## src/ops_regs.svh

```systemverilog
// Purpose: Offsets, field positions, reset values and counter step of the order pair sequencer.
// Assumes: Word-wide register port with byte addresses, each register one aligned word.
// Notes:   Order register digits are numbered 0 (left) to 39 (right).
`ifndef OPS_REGS_SVH
`define OPS_REGS_SVH

`define OPS_REG_AW          8
`define OPS_REG_CTRL        8'h00
`define OPS_REG_COUNTER     8'h04
`define OPS_REG_STATUS      8'h08
`define OPS_REG_ORDER_HI    8'h0C
`define OPS_REG_ORDER_LO    8'h10

`define OPS_CTRL_RUN_BIT    0
`define OPS_CTRL_RST_VAL    1'b1
`define OPS_COUNTER_RST_VAL 10'h000

`define OPS_WORD_W          40
`define OPS_FIELD_W         10
`define OPS_EVEN_ORD_LO     0
`define OPS_EVEN_ORD_HI     9
`define OPS_EVEN_ADR_LO     10
`define OPS_EVEN_ADR_HI     19
`define OPS_ODD_ORD_LO      20
`define OPS_ODD_ORD_HI      29
`define OPS_ODD_ADR_LO      30
`define OPS_ODD_ADR_HI      39

`define OPS_COUNTER_STEP    10'h001

`endif

```

## src/ops_pkg.sv

```systemverilog
// Purpose: Types shared by the order pair sequencer files.
// Assumes: State bits are {A, B, C} in that order.
// Notes:   The encodings follow one another in Gray order along the normal path.
package ops_pkg;

    typedef enum logic [2:0] {
        OPS_FETCH     = 3'h3,
        OPS_EVEN_GATE = 3'h1,
        OPS_EVEN_WAIT = 3'h0,
        OPS_EVEN_EXEC = 3'h4,
        OPS_ODD_WAIT  = 3'h5,
        OPS_ODD_GATE  = 3'h7,
        OPS_ODD_TURN  = 3'h6,
        OPS_ODD_EXEC  = 3'h2
    } ops_state_t;

endpackage : ops_pkg

```

## src/ops_end_merge.sv

```systemverilog
// Purpose: Merges the completion indications of all order types into one end-of-order pulse.
// Assumes: Each source pulses for one cycle when its order type completes.
// Notes:   Completions seen outside an execute phase are dropped.
`timescale 1ns/10ps
module ops_end_merge #(
    parameter int SRCS = 4
) (
    input  wire logic            clock,
    input  wire logic            rst,
    input  wire logic [SRCS-1:0] orderDone,
    input  wire logic            executing,
    output logic                 endOfOrder
);

    wire anyDone;

    initial begin
        if (SRCS < 1) begin
            $error("ops_end_merge needs at least one completion source.");
        end
    end

    assign anyDone = |orderDone;

    // Registered so that the sequencer sees a clean single-cycle event.
    always_ff @(posedge clock or posedge rst) begin
        if (rst) begin
            endOfOrder <= 1'b0;
        end else begin
            endOfOrder <= anyDone & executing;
        end
    end

endmodule : ops_end_merge

```

## src/ops_ctrl_counter.sv

```systemverilog
// Purpose: Control counter that names the memory word of the next order pair.
// Assumes: A software load and an increment in the same cycle favour the load.
// Notes:   Wraps around at the top of the address range.
`timescale 1ns/10ps
`include "ops_regs.svh"
module ops_ctrl_counter #(
    parameter int W = `OPS_FIELD_W
) (
    input  wire logic         clock,
    input  wire logic         rst,
    input  wire logic         load,
    input  wire logic [W-1:0] loadValue,
    input  wire logic         step,
    output logic [W-1:0]      count
);

    wire [W-1:0] count_d;

    initial begin
        if (W != `OPS_FIELD_W) begin
            $error("ops_ctrl_counter width must match the address field.");
        end
    end

    assign count_d = load ? loadValue : (step ? count + W'(`OPS_COUNTER_STEP) : count);

    always_ff @(posedge clock or posedge rst) begin
        if (rst) begin
            count <= W'(`OPS_COUNTER_RST_VAL);
        end else begin
            count <= count_d;
        end
    end

endmodule : ops_ctrl_counter

```

## src/ops_sequencer.sv

```systemverilog
// Purpose: Fetches order pairs from memory and issues the even then the odd order.
// Assumes: Memory and execution unit run on the same clock; no control transfer pending.
// Notes:   State flops A, B, C are the sequencing flags and the control-operate flag.
//          Control transfer orders are not decoded: every pair runs even order, then odd.
//          The run bit gates the memory request only; execution already started finishes.
//
// Function
// - Control counter rises by one while a pair is fetched.
// - Order digits 0-9 go to the decoding register as even order.
// - Even order executes before odd order is issued.
// - After even completes, order digits 20-29 go to decoding register.
// - With odd issue, order digits 30-39 are copied into digits 10-19.
// - After odd executes, fetch again from the incremented address.
// - Control-operate flag is 0 during execution, 1 during transfers.
// - Flags A and B step phases and remember even or odd next.
// - In state 011 request memory and accept its clear and gate pulses.
// - Pair transfer finished with no transfer pending sets B to 0.
// - Decoding register loads whole values, needing no prior clear.
// - Operand addresses come from even field; odd address moved there.
// - Dispatch load copies even address field; field also presented outside.
// - Sequencing runs with memory and supervises dispatch counter clear and gate.
// - All order completions merge into one end-of-order signal.
// - States step 011,001,000,100,101,111,110,010 and repeat.
// - Decode-load from even gate, or odd order and address gates together.
// - As execution begins, A takes the opposite of B.
// - Completion of execution returns control-operate flag to 1.
`timescale 1ns/10ps
`include "ops_regs.svh"
module ops_sequencer
    import ops_pkg::*;
#(
    parameter int END_SRCS = 4
) (
    input  wire logic                        clock,
    input  wire logic                        rst,
    input  wire logic [`OPS_REG_AW-1:0]      regAddr,
    input  wire logic [31:0]                 regWrData,
    input  wire logic                        regWrite,
    input  wire logic                        regRead,
    output logic      [31:0]                 regRdData,
    output logic                             useMemory,
    output logic      [`OPS_FIELD_W-1:0]     memAddr,
    input  wire logic                        memClearPulse,
    input  wire logic                        memGatePulse,
    input  wire logic [0:`OPS_WORD_W-1]      memData,
    input  wire logic                        memDone,
    input  wire logic                        opTurnoverEn,
    input  wire logic [END_SRCS-1:0]         orderDone,
    input  wire logic                        dispatchLoadCmd,
    input  wire logic                        dispatchClear,
    output logic      [`OPS_FIELD_W-1:0]     decodingReg,
    output logic      [`OPS_FIELD_W-1:0]     evenAddress,
    output logic      [`OPS_FIELD_W-1:0]     dispatchCounter,
    output logic                             controlOperateFlag,
    output logic                             seqFlagA,
    output logic                             seqFlagB,
    output logic                             evenGateDriver,
    output logic                             oddGateDriver,
    output logic                             execStart
);
    import ops_pkg::*;

    ops_state_t                   state_q;
    ops_state_t                   state_d;
    logic [0:`OPS_WORD_W-1]       orderReg_q;
    logic                         run_q;
    logic                         endOfOrder;
    logic [`OPS_FIELD_W-1:0]      counter;

    wire inFetch;
    wire inEvenGate;
    wire inOddGate;
    wire executing;
    wire oddOrderGate;
    wire oddAddrGate;
    wire decodeLoad;
    wire turnover;
    wire fetchActive;
    wire pairLoaded;
    wire selCtrl;
    wire selCounter;
    wire selStatus;
    wire selOrderHi;
    wire selOrderLo;
    wire counterWrite;
    wire [31:0] statusWord;
    wire [31:0] readMux;
    wire evenGateNext;
    wire oddGateNext;
    wire execEntry;

    initial begin
        if (END_SRCS < 1) begin
            $error("ops_sequencer needs at least one completion source.");
        end
    end

    // Phase decode straight from the A, B, C flops.
    assign inFetch      = (state_q == OPS_FETCH);
    assign inEvenGate   = (state_q == OPS_EVEN_GATE);
    assign inOddGate    = (state_q == OPS_ODD_GATE);
    assign executing    = (state_q == OPS_EVEN_EXEC) || (state_q == OPS_ODD_EXEC);

    // Odd order and odd address gates are driven together but sensed apart.
    assign oddOrderGate = inOddGate;
    assign oddAddrGate  = inOddGate;
    assign decodeLoad   = inEvenGate | (oddOrderGate & oddAddrGate);
    assign turnover     = decodeLoad & opTurnoverEn;

    // Memory pulses are honoured only while this block holds the memory.
    assign fetchActive  = inFetch & useMemory;
    assign pairLoaded   = fetchActive & memDone;

    // Next-cycle view of the gate and execute states feeds the registered outputs.
    assign evenGateNext = (state_d == OPS_EVEN_GATE);
    assign oddGateNext  = (state_d == OPS_ODD_GATE);
    // An execute state is entered only from its interim state, so this lasts one cycle.
    assign execEntry    = ~state_d[0] & (state_d[2] ^ state_d[1]) & ~executing;

    // Register port decode.
    assign selCtrl      = (regAddr == `OPS_REG_CTRL);
    assign selCounter   = (regAddr == `OPS_REG_COUNTER);
    assign selStatus    = (regAddr == `OPS_REG_STATUS);
    assign selOrderHi   = (regAddr == `OPS_REG_ORDER_HI);
    assign selOrderLo   = (regAddr == `OPS_REG_ORDER_LO);
    assign counterWrite = regWrite & selCounter;

    // Unmapped addresses read as zero, so a wider bus can simply OR the slaves.
    assign statusWord   = {4'h0, dispatchCounter, decodingReg, 4'h0,
                           useMemory, seqFlagA, seqFlagB, controlOperateFlag};
    assign readMux      = selCtrl    ? {31'h0000_0000, run_q} :
                          selCounter ? {22'h00_0000, counter} :
                          selStatus  ? statusWord :
                          selOrderHi ? {24'h00_0000, orderReg_q[0:7]} :
                          selOrderLo ? orderReg_q[8:39] :
                                       32'h0000_0000;

    // Next state of the A, B, C flops.
    // Interim states last one cycle; they let C settle before A is turned.
    always_comb begin
        state_d = state_q;
        case (state_q)
            OPS_FETCH: begin
                if (pairLoaded) begin
                    state_d = OPS_EVEN_GATE;
                end
            end
            OPS_EVEN_GATE: begin
                if (turnover) begin
                    state_d = OPS_EVEN_WAIT;
                end
            end
            OPS_EVEN_WAIT: begin
                state_d = ops_state_t'({~state_q[1], state_q[1:0]});
            end
            OPS_EVEN_EXEC: begin
                if (endOfOrder) begin
                    state_d = OPS_ODD_WAIT;
                end
            end
            OPS_ODD_WAIT: begin
                state_d = OPS_ODD_GATE;
            end
            OPS_ODD_GATE: begin
                if (turnover) begin
                    state_d = OPS_ODD_TURN;
                end
            end
            OPS_ODD_TURN: begin
                state_d = ops_state_t'({~state_q[1], state_q[1:0]});
            end
            OPS_ODD_EXEC: begin
                if (endOfOrder) begin
                    state_d = OPS_FETCH;
                end
            end
            default: begin
                state_d = OPS_FETCH;
            end
        endcase
    end

    // The state itself holds the flags, so they can never disagree with it.
    // Reset lands in the fetch state, so a pair transfer is the first work.
    always_ff @(posedge clock or posedge rst) begin
        if (rst) begin
            state_q <= OPS_FETCH;
        end else begin
            state_q <= state_d;
        end
    end

    assign seqFlagA           = state_q[2];
    assign seqFlagB           = state_q[1];
    assign controlOperateFlag = state_q[0];

    // Raised from the next state, so the request is up in the first fetch cycle.
    // It drops the cycle after done, so no pulse is honoured past the transfer.
    always_ff @(posedge clock or posedge rst) begin
        if (rst) begin
            useMemory <= 1'b0;
        end else begin
            useMemory <= (state_d == OPS_FETCH) & run_q & ~pairLoaded;
        end
    end

    // Gate drivers are registered from the next state, so they track the gate states exactly.
    // The decoding register loads at the end of the first cycle of a gate state.
    always_ff @(posedge clock or posedge rst) begin
        if (rst) begin
            evenGateDriver <= 1'b0;
            oddGateDriver  <= 1'b0;
            execStart      <= 1'b0;
        end else begin
            evenGateDriver <= evenGateNext;
            oddGateDriver  <= oddGateNext;
            execStart      <= execEntry;
        end
    end

    // Order register: memory clear and gate pulses during fetch, odd address move later.
    // Repeating the odd address move in every cycle of the odd gate state is harmless.
    always_ff @(posedge clock or posedge rst) begin
        if (rst) begin
            orderReg_q <= '0;
        end else if (fetchActive & memGatePulse) begin
            orderReg_q <= memData;
        end else if (fetchActive & memClearPulse) begin
            orderReg_q <= '0;
        end else if (oddAddrGate) begin
            orderReg_q[`OPS_EVEN_ADR_LO:`OPS_EVEN_ADR_HI] <=
                orderReg_q[`OPS_ODD_ADR_LO:`OPS_ODD_ADR_HI];
        end
    end

    assign evenAddress = orderReg_q[`OPS_EVEN_ADR_LO:`OPS_EVEN_ADR_HI];

    // A whole-field load overwrites every digit, so no clear step is needed.
    // The even and odd gate states never overlap, so branch order does not matter.
    always_ff @(posedge clock or posedge rst) begin
        if (rst) begin
            decodingReg <= '0;
        end else if (inEvenGate) begin
            decodingReg <= orderReg_q[`OPS_EVEN_ORD_LO:`OPS_EVEN_ORD_HI];
        end else if (oddOrderGate) begin
            decodingReg <= orderReg_q[`OPS_ODD_ORD_LO:`OPS_ODD_ORD_HI];
        end
    end

    // Load has priority; a clear in the same cycle gives way to the fresh address.
    always_ff @(posedge clock or posedge rst) begin
        if (rst) begin
            dispatchCounter <= '0;
        end else if (dispatchLoadCmd) begin
            dispatchCounter <= evenAddress;
        end else if (dispatchClear) begin
            dispatchCounter <= '0;
        end
    end

    // The control counter steps on the done pulse, once the pair has landed.
    ops_ctrl_counter #(
        .W         (`OPS_FIELD_W)
    ) u_counter (
        .clock     (clock),
        .rst       (rst),
        .load      (counterWrite),
        .loadValue (regWrData[`OPS_FIELD_W-1:0]),
        .step      (pairLoaded),
        .count     (counter)
    );

    assign memAddr = counter;

    // Completions outside execution are dropped, so a stray pulse cannot skip an order.
    ops_end_merge #(
        .SRCS       (END_SRCS)
    ) u_end_merge (
        .clock      (clock),
        .rst        (rst),
        .orderDone  (orderDone),
        .executing  (executing),
        .endOfOrder (endOfOrder)
    );

    // Software register port: writes land at once, reads answer one cycle later.
    // Clearing run mid-fetch drops the request; the fetch resumes when run returns.
    always_ff @(posedge clock or posedge rst) begin
        if (rst) begin
            run_q <= `OPS_CTRL_RST_VAL;
        end else if (regWrite & selCtrl) begin
            run_q <= regWrData[`OPS_CTRL_RUN_BIT];
        end
    end

    always_ff @(posedge clock or posedge rst) begin
        if (rst) begin
            regRdData <= 32'h0000_0000;
        end else begin
            regRdData <= regRead ? readMux : 32'h0000_0000;
        end
    end

endmodule : ops_sequencer

```

## config.mk

```make
export PLATFORM = sky130hd
export DESIGN_NAME = ops_sequencer
export DESIGN_NICKNAME = d
export VERILOG_FILES = /design/src/ops_pkg.sv /design/src/ops_end_merge.sv /design/src/ops_ctrl_counter.sv /design/src/ops_sequencer.sv
export VERILOG_INCLUDE_DIRS = /design/src
export SDC_FILE = /design/constraint.sdc
export NUM_CORES = 1
export LEC_CHECK = 0
export BUFFER_PORTS_ARGS = -buffer_cell sky130_fd_sc_hd__buf_2
export CORE_ASPECT_RATIO = 1.2
export CORE_MARGIN = 3
export CORE_UTILIZATION = 35
export CTS_BUF_LIST = sky130_fd_sc_hd__clkbuf_16
export CTS_CLUSTER_SIZE = 20
export DETAILED_ROUTE_END_ITERATION = 16
export HOLD_SLACK_MARGIN = 0.15
export PLACE_DENSITY = 0.62
export SLEW_MARGIN = 20
export SYNTH_ARGS = -nofsm -noshare
export SYNTH_HDL_FRONTEND = slang
export SYNTH_SLANG_ARGS = --single-unit
```

## constraint.sdc

```tcl
create_clock -name clock -period 3.15 [get_ports clock]
set_input_delay 0.4725 -clock clock [delete_from_list [all_inputs] [get_ports clock]]
set_output_delay 0.4725 -clock clock [all_outputs]
set_load 0.005 [all_outputs]
```

# Word-level counts from Yosys, hierarchy flattened

Cells that the tools add are included.

Register bits: 111
Output and inout bits: 79
Input port bits: 94

$add $sub $neg: 1
Muxes and demuxes: 23
Reductions and logical operators: 10
Equal/unequal tests: 14
Bitwise logic cells: 18

Operators with widths:

| cell                    | number |
|---|---|
| $mux W32                | 6 |
| $mux W10                | 9 |
| $mux W40                | 1 |
| $pmux W3 S7             | 1 |
| $mux W20                | 1 |
| $eq A8 B4 Y1 const B    | 2 |
| $eq A3 B3 Y1 const B    | 5 |
| $mux W3                 | 5 |
| $and A1 B1 Y1           | 12 |
| $add A10 B1 Y10 const B | 1 |
| $eq A3 B2 Y1 const B    | 3 |
| $eq A8 B3 Y1 const B    | 1 |
| $eq A8 B5 Y1 const B    | 1 |
| $logic_not A8 Y1        | 1 |
| $reduce_bool A2 Y1      | 4 |
| $eq A3 B1 Y1 const B    | 2 |
| $not A1 Y1              | 4 |
| $reduce_or A4 Y1        | 1 |
| $logic_not A3 Y1        | 1 |
| $reduce_bool A3 Y1      | 1 |
| $reduce_or A2 Y1        | 1 |
| $logic_or A1 B1 Y1      | 1 |
| $or A1 B1 Y1            | 1 |
| $xor A1 B1 Y1           | 1 |

# Depth between registers and ports, before layout

Word-level depth: 8
Gate-level depth with buffers: 7

# Modules after synthesis

A second synthesis with hierarchy kept.

Cells, all modules: 457
Area total of the unflattened synthesis: 4817.1 µm²

Modules (own cells, without submodules):

| module           | cells each | instances | area each (µm²) |
|---|---|---|---|
| ops_sequencer    | 396        | 1         | 4229.1 |
| ops_ctrl_counter | 58         | 1         | 548.0 |
| ops_end_merge    | 3          | 1         | 40.0 |

# Least setup slack after synthesis

Ideal clock, no wire load.

Path type: input port to flip-flop
From: input regAddr[4]
To: register u_counter.count[5]
Cell stages on the path: 4
Arrival: 1.931 ns
Library setup time: 0.125 ns
Slack: 1.094 ns
Cell sequence: or4b_4 -> or4b_1 -> buf_2 -> mux2_4

Cells in the longest elaborated chain, start to end: 3
Elaborated cells on any way between the ends: 4

RTL lines:

| element                                               | RTL line               | source |
|---|---|---|
| start: declaration                                    | ops_sequencer.sv:36    | `` input wire logic [`OPS_REG_AW-1:0] regAddr, `` |
| $eq A8 B3 Y1 (no source line) (*)                     | n/a                    |  |
| $and A1 B1 Y1 (*)                                     | ops_sequencer.sv:126   | `assign counterWrite = regWrite & selCounter;` |
| $mux W10 / $reduce_bool A2 Y1 (equally long branches) | n/a                    |  |
| end signal: assignment                                | ops_ctrl_counter.sv:29 | `` count <= W'(`OPS_COUNTER_RST_VAL); `` |
| end signal: assignment                                | ops_ctrl_counter.sv:31 | `count <= count_d;` |
| end: declaration                                      | ops_ctrl_counter.sv:14 | `output logic [W-1:0] count` |

Every way passes the cells marked *; elsewhere a longest branch is shown, timed or not.
A chain may end at the register's enable or synchronous reset.

# Final worst setup path

From: input regAddr[2]
To: register u_counter.count[7]

Same word-level chain as after synthesis.

==> impl_metrics.toml <==
[timing]
finalSetupViolCount = 0
fin_crit_sh_pct = 69.65
maxSlewViolCount = 0
finalSetupTns_ns = 0
worst_slack_ns = 0.9560
hold_viol_final = 0
fmax_ghz = 0.4558
rsz0062_at_grt = "false"
fin_crit_ns = 2.194
fin_skew_ns = 0.007551
maxSlewHeadroom_pct = 48.18
worst_pin_slew_ns = 0.7753

[placed_design]
pre_cts_ws_ns = 0.6021
dp_hpwl_microns = 9674
place_inst = 736
port_buffers = 150
gp_congestion = 0.8512

[drt]
drt-initial-drc-count = 338
ant_nets = 0
first_pass_iters = 7
vias_per_cell = 5.262
drc = 0
num_vias = 3962
routed-wl-met2_microns = 6714
wl_per_cell_microns = 18.05
wl_microns = 13590
top_layer_used = "met4"
met1_length_microns = 5860
wl_met3_microns = 780

[clock_tree]
cts_buffers = 9
ctsRootBufferMaster = "clkbuf_16"
cts.sinks = 111
clockBufferDepth = 2
cts.reportedPaths.clkPinSlew_ns = 0.07
clk_latency_ns = 0.34
hold_buffers = 0
tritoncts = "yes"
h-tree-depth = 3
post_cts_resized = 0
post_cts_buffers = 0

[synth]
yosys_warnings = 0
synth-async-reset-ratio_pct = 100.0
synth.ff_latch_count = 111
netlist.area_leader.share_pct = 56.37
synth_cells = 454
synthSimpleGateAreaFrac_pct = 14.12
synth-compound-area-share_pct = 19.60
ys_top_cells_by_area = "dfrtp_1, a22o_1, nor2_1"
synth_top_flop_cell = "dfrtp_1"
yosys.area_share.adder_pct = 0.2610
avgSynthCellArea_sq_um = 10.56
synth.lib_cells_used.distinct = 46
synth_seq_area_share_pct = 58.01
yosysTopAreaCell = "dfrtp_1"
synth_top_family_by_area = "compound AO/OA/AOI/OAI gates"
muxShareOfSynthArea_pct = 1.305
synth.cell_area_sq_mm = 0.004795
synth_edf_count = 0
syn-num-nets = 549
synth_xor_area_share_pct = 1.827

[power]
p_int_uw = 3012
pwr-share-seq_pct = 50.5
vdd_drop_max_uv = 387.8
power_uw = 4534
switching_power_uw = 1522
p_leak_uw = 0.002923
power_frac_comb_pct = 24.8
switching_share_pct = 33.56
powerDensity_mw_per_mm2 = 763.0
p_clk_share_pct = 24.8

[worst_setup_path]
critical_path.cell_chain = "buf_2 > or4b_4 > or4b_1 > mux2_4"
crit_path_start = "regAddr[2]"
max_stage_delay_ns = 0.81
worst-r2r-cell-count = 5
timing.rr.end = "orderReg_q[19]$_DFFE_PP0P_"
crit_slowest_cell = "or4b_1"
start_kind = "input pin"
critPathKind = "input pin to register"
critical_path_required_ns = 3.38
r2r_slack_ns = 1.00
crit_path_max_fanout = 18
cp.arrival_ns = 2.42
endpoint = "u_counter.count[7]$_DFFE_PP0P_"
r2r-start = "state_q[0]$_DFF_PP1_"
end_kind = "register"

[global_routing]
grt_pass1_wl_microns = 21900
grt_pass1_vias = 3952
grt_overflow = 0
grt_max_degree = 112
antenna_found_initial = 0
grt_use_total_pct = 18.51

[floorplan]
die_w_microns = 112.8
initial_utilization_pct = 36.06
core_area_sq_mm = 0.01330
dieArea_sq_mm = 0.01515
io_pins = 173
rows = 46
die_y_microns = 134.2

[finish]
final_cells = 753
nets = 675
layout-drive-gt1-share_pct = 32.31
areaGrowthSynthToFinish_pct = 23.93
diodes = 0

[min_path]
hold_class = "input pin to async pin"

[run]
cap_violations = 0

[outcome]
run_status = "complete, no violations"
## area by class of cell
type / count / area [sq um]
Sequential cell: 111 / 2781
Timing Repair Buffer: 158 / 843.3
Multi-Input combinational cell: 295 / 1795
Inverter: 5 / 22.52
Fill cell: 1300 / 7353
Clock inverter: 7 / 63.81
Clock buffer: 9 / 225.2
Tap cell: 168 / 210.2
## worst max-delay path, delay by kind of cell
kind                   cells  cell delay (ns)
buffers and inverters      1             0.23
multiplexers               1             0.40
AND/OR/NAND/NOR            2             1.32
## synthesized netlist by cell type (all sizes together) (5+ instances only)
cell type and number:
buf 19, clkbuf 24, dfrtp 108, nor3 6
xnor2 6, nand2 31, a22oi 28, a22o 30
a21oi 36, o22ai 11, nand2b 11, o21ai 18
inv 5, nor4 6, nor2 64
## power by group through the flow
stage	registers, uW	logic, uW	clock network [uW]
finish	2290	1120	1120
global route	2350	1270	1220
CTS	2290	1130	1160
detailed placement	2320	1120	0
global placement	2300	1090	0
floorplan	2120	833	0
## layout by cell type (no fill, tap or decap), types with 4 or more instances in the layout
| cell type | synthesis | routed |
|---|---|---|
| a222oi_1 | 4 | 4 |
| buf_2 | 4 | 150 |
| nor3_1 | 6 | 5 |
| o21ai_0 | 16 | 15 |
| buf_4 | 11 | 6 |
| a22o_1 | 30 | 30 |
| nand2b_1 | 11 | 11 |
| a21oi_1 | 36 | 36 |
| o22ai_1 | 11 | 11 |
| nand2_1 | 31 | 31 |
| inv_1 | 5 | 5 |
| clkbuf_16 | 0 | 9 |
| and3_1 | 4 | 4 |
| nor4_1 | 5 | 5 |
| nor2_1 | 64 | 64 |
| xnor2_1 | 6 | 6 |
| a22oi_1 | 28 | 28 |
| xor2_1 | 4 | 4 |
| dfrtp_1 | 108 | 108 |
## layer usage
metal  track usage, %  vias up
li1                 -     1880
met1            25.29     1918
met2            30.07      148
met5                0        -
met4            6.012        0
met3            3.069       16
## worst min path at each step
stage	start	endpoint	slack (ns)	depth (start not counted)
after global placement	orderReg_q[8]$_DFFE_PP0P_	orderReg_q[8]$_DFFE_PP0P_	0.52	1
after detailed placement	orderReg_q[8]$_DFFE_PP0P_	orderReg_q[8]$_DFFE_PP0P_	0.52	1
final	rst	regRdData[27]$_DFF_PP0_	0.25	3
after CTS	memDone	state_q[1]$_DFF_PP1_	0.30	2
after global routing	memDone	state_q[1]$_DFF_PP1_	0.31	2
after floorplan	orderReg_q[8]$_DFFE_PP0P_	orderReg_q[8]$_DFFE_PP0P_	0.49	1
## state kept, by name (all words and copies together) (netlist names)
signal	count
dispatchCounter	10
u_end_merge.endOfOrder	1
regRdData	32
run_q	1
decodingReg	10
oddGateDriver	1
orderReg_q	40
useMemory	1
execStart	1
state_q	3
u_counter.count	10
evenGateDriver	1
## kinds of logic after synthesis
kind of cell | after synthesis
xor+xnor | 10
flops | 111
buf+inv | 48
mux | 5
fa+ha+maj | 1
simple gates | 141
compound gates | 138
## through the flow
stage          hold WS, ns  util [%]  area, sq um
5_1_grt             0.3128     44.69         5942
3_5_place_dp        0.5189     42.31         5625
3_3_place_gp        0.5182     42.31         5625
4_1_cts             0.2978     44.49         5914
6_report            0.2457     44.69         5942
2_1_floorplan       0.4878         -         4798
(Power assumes the default switching activity.)
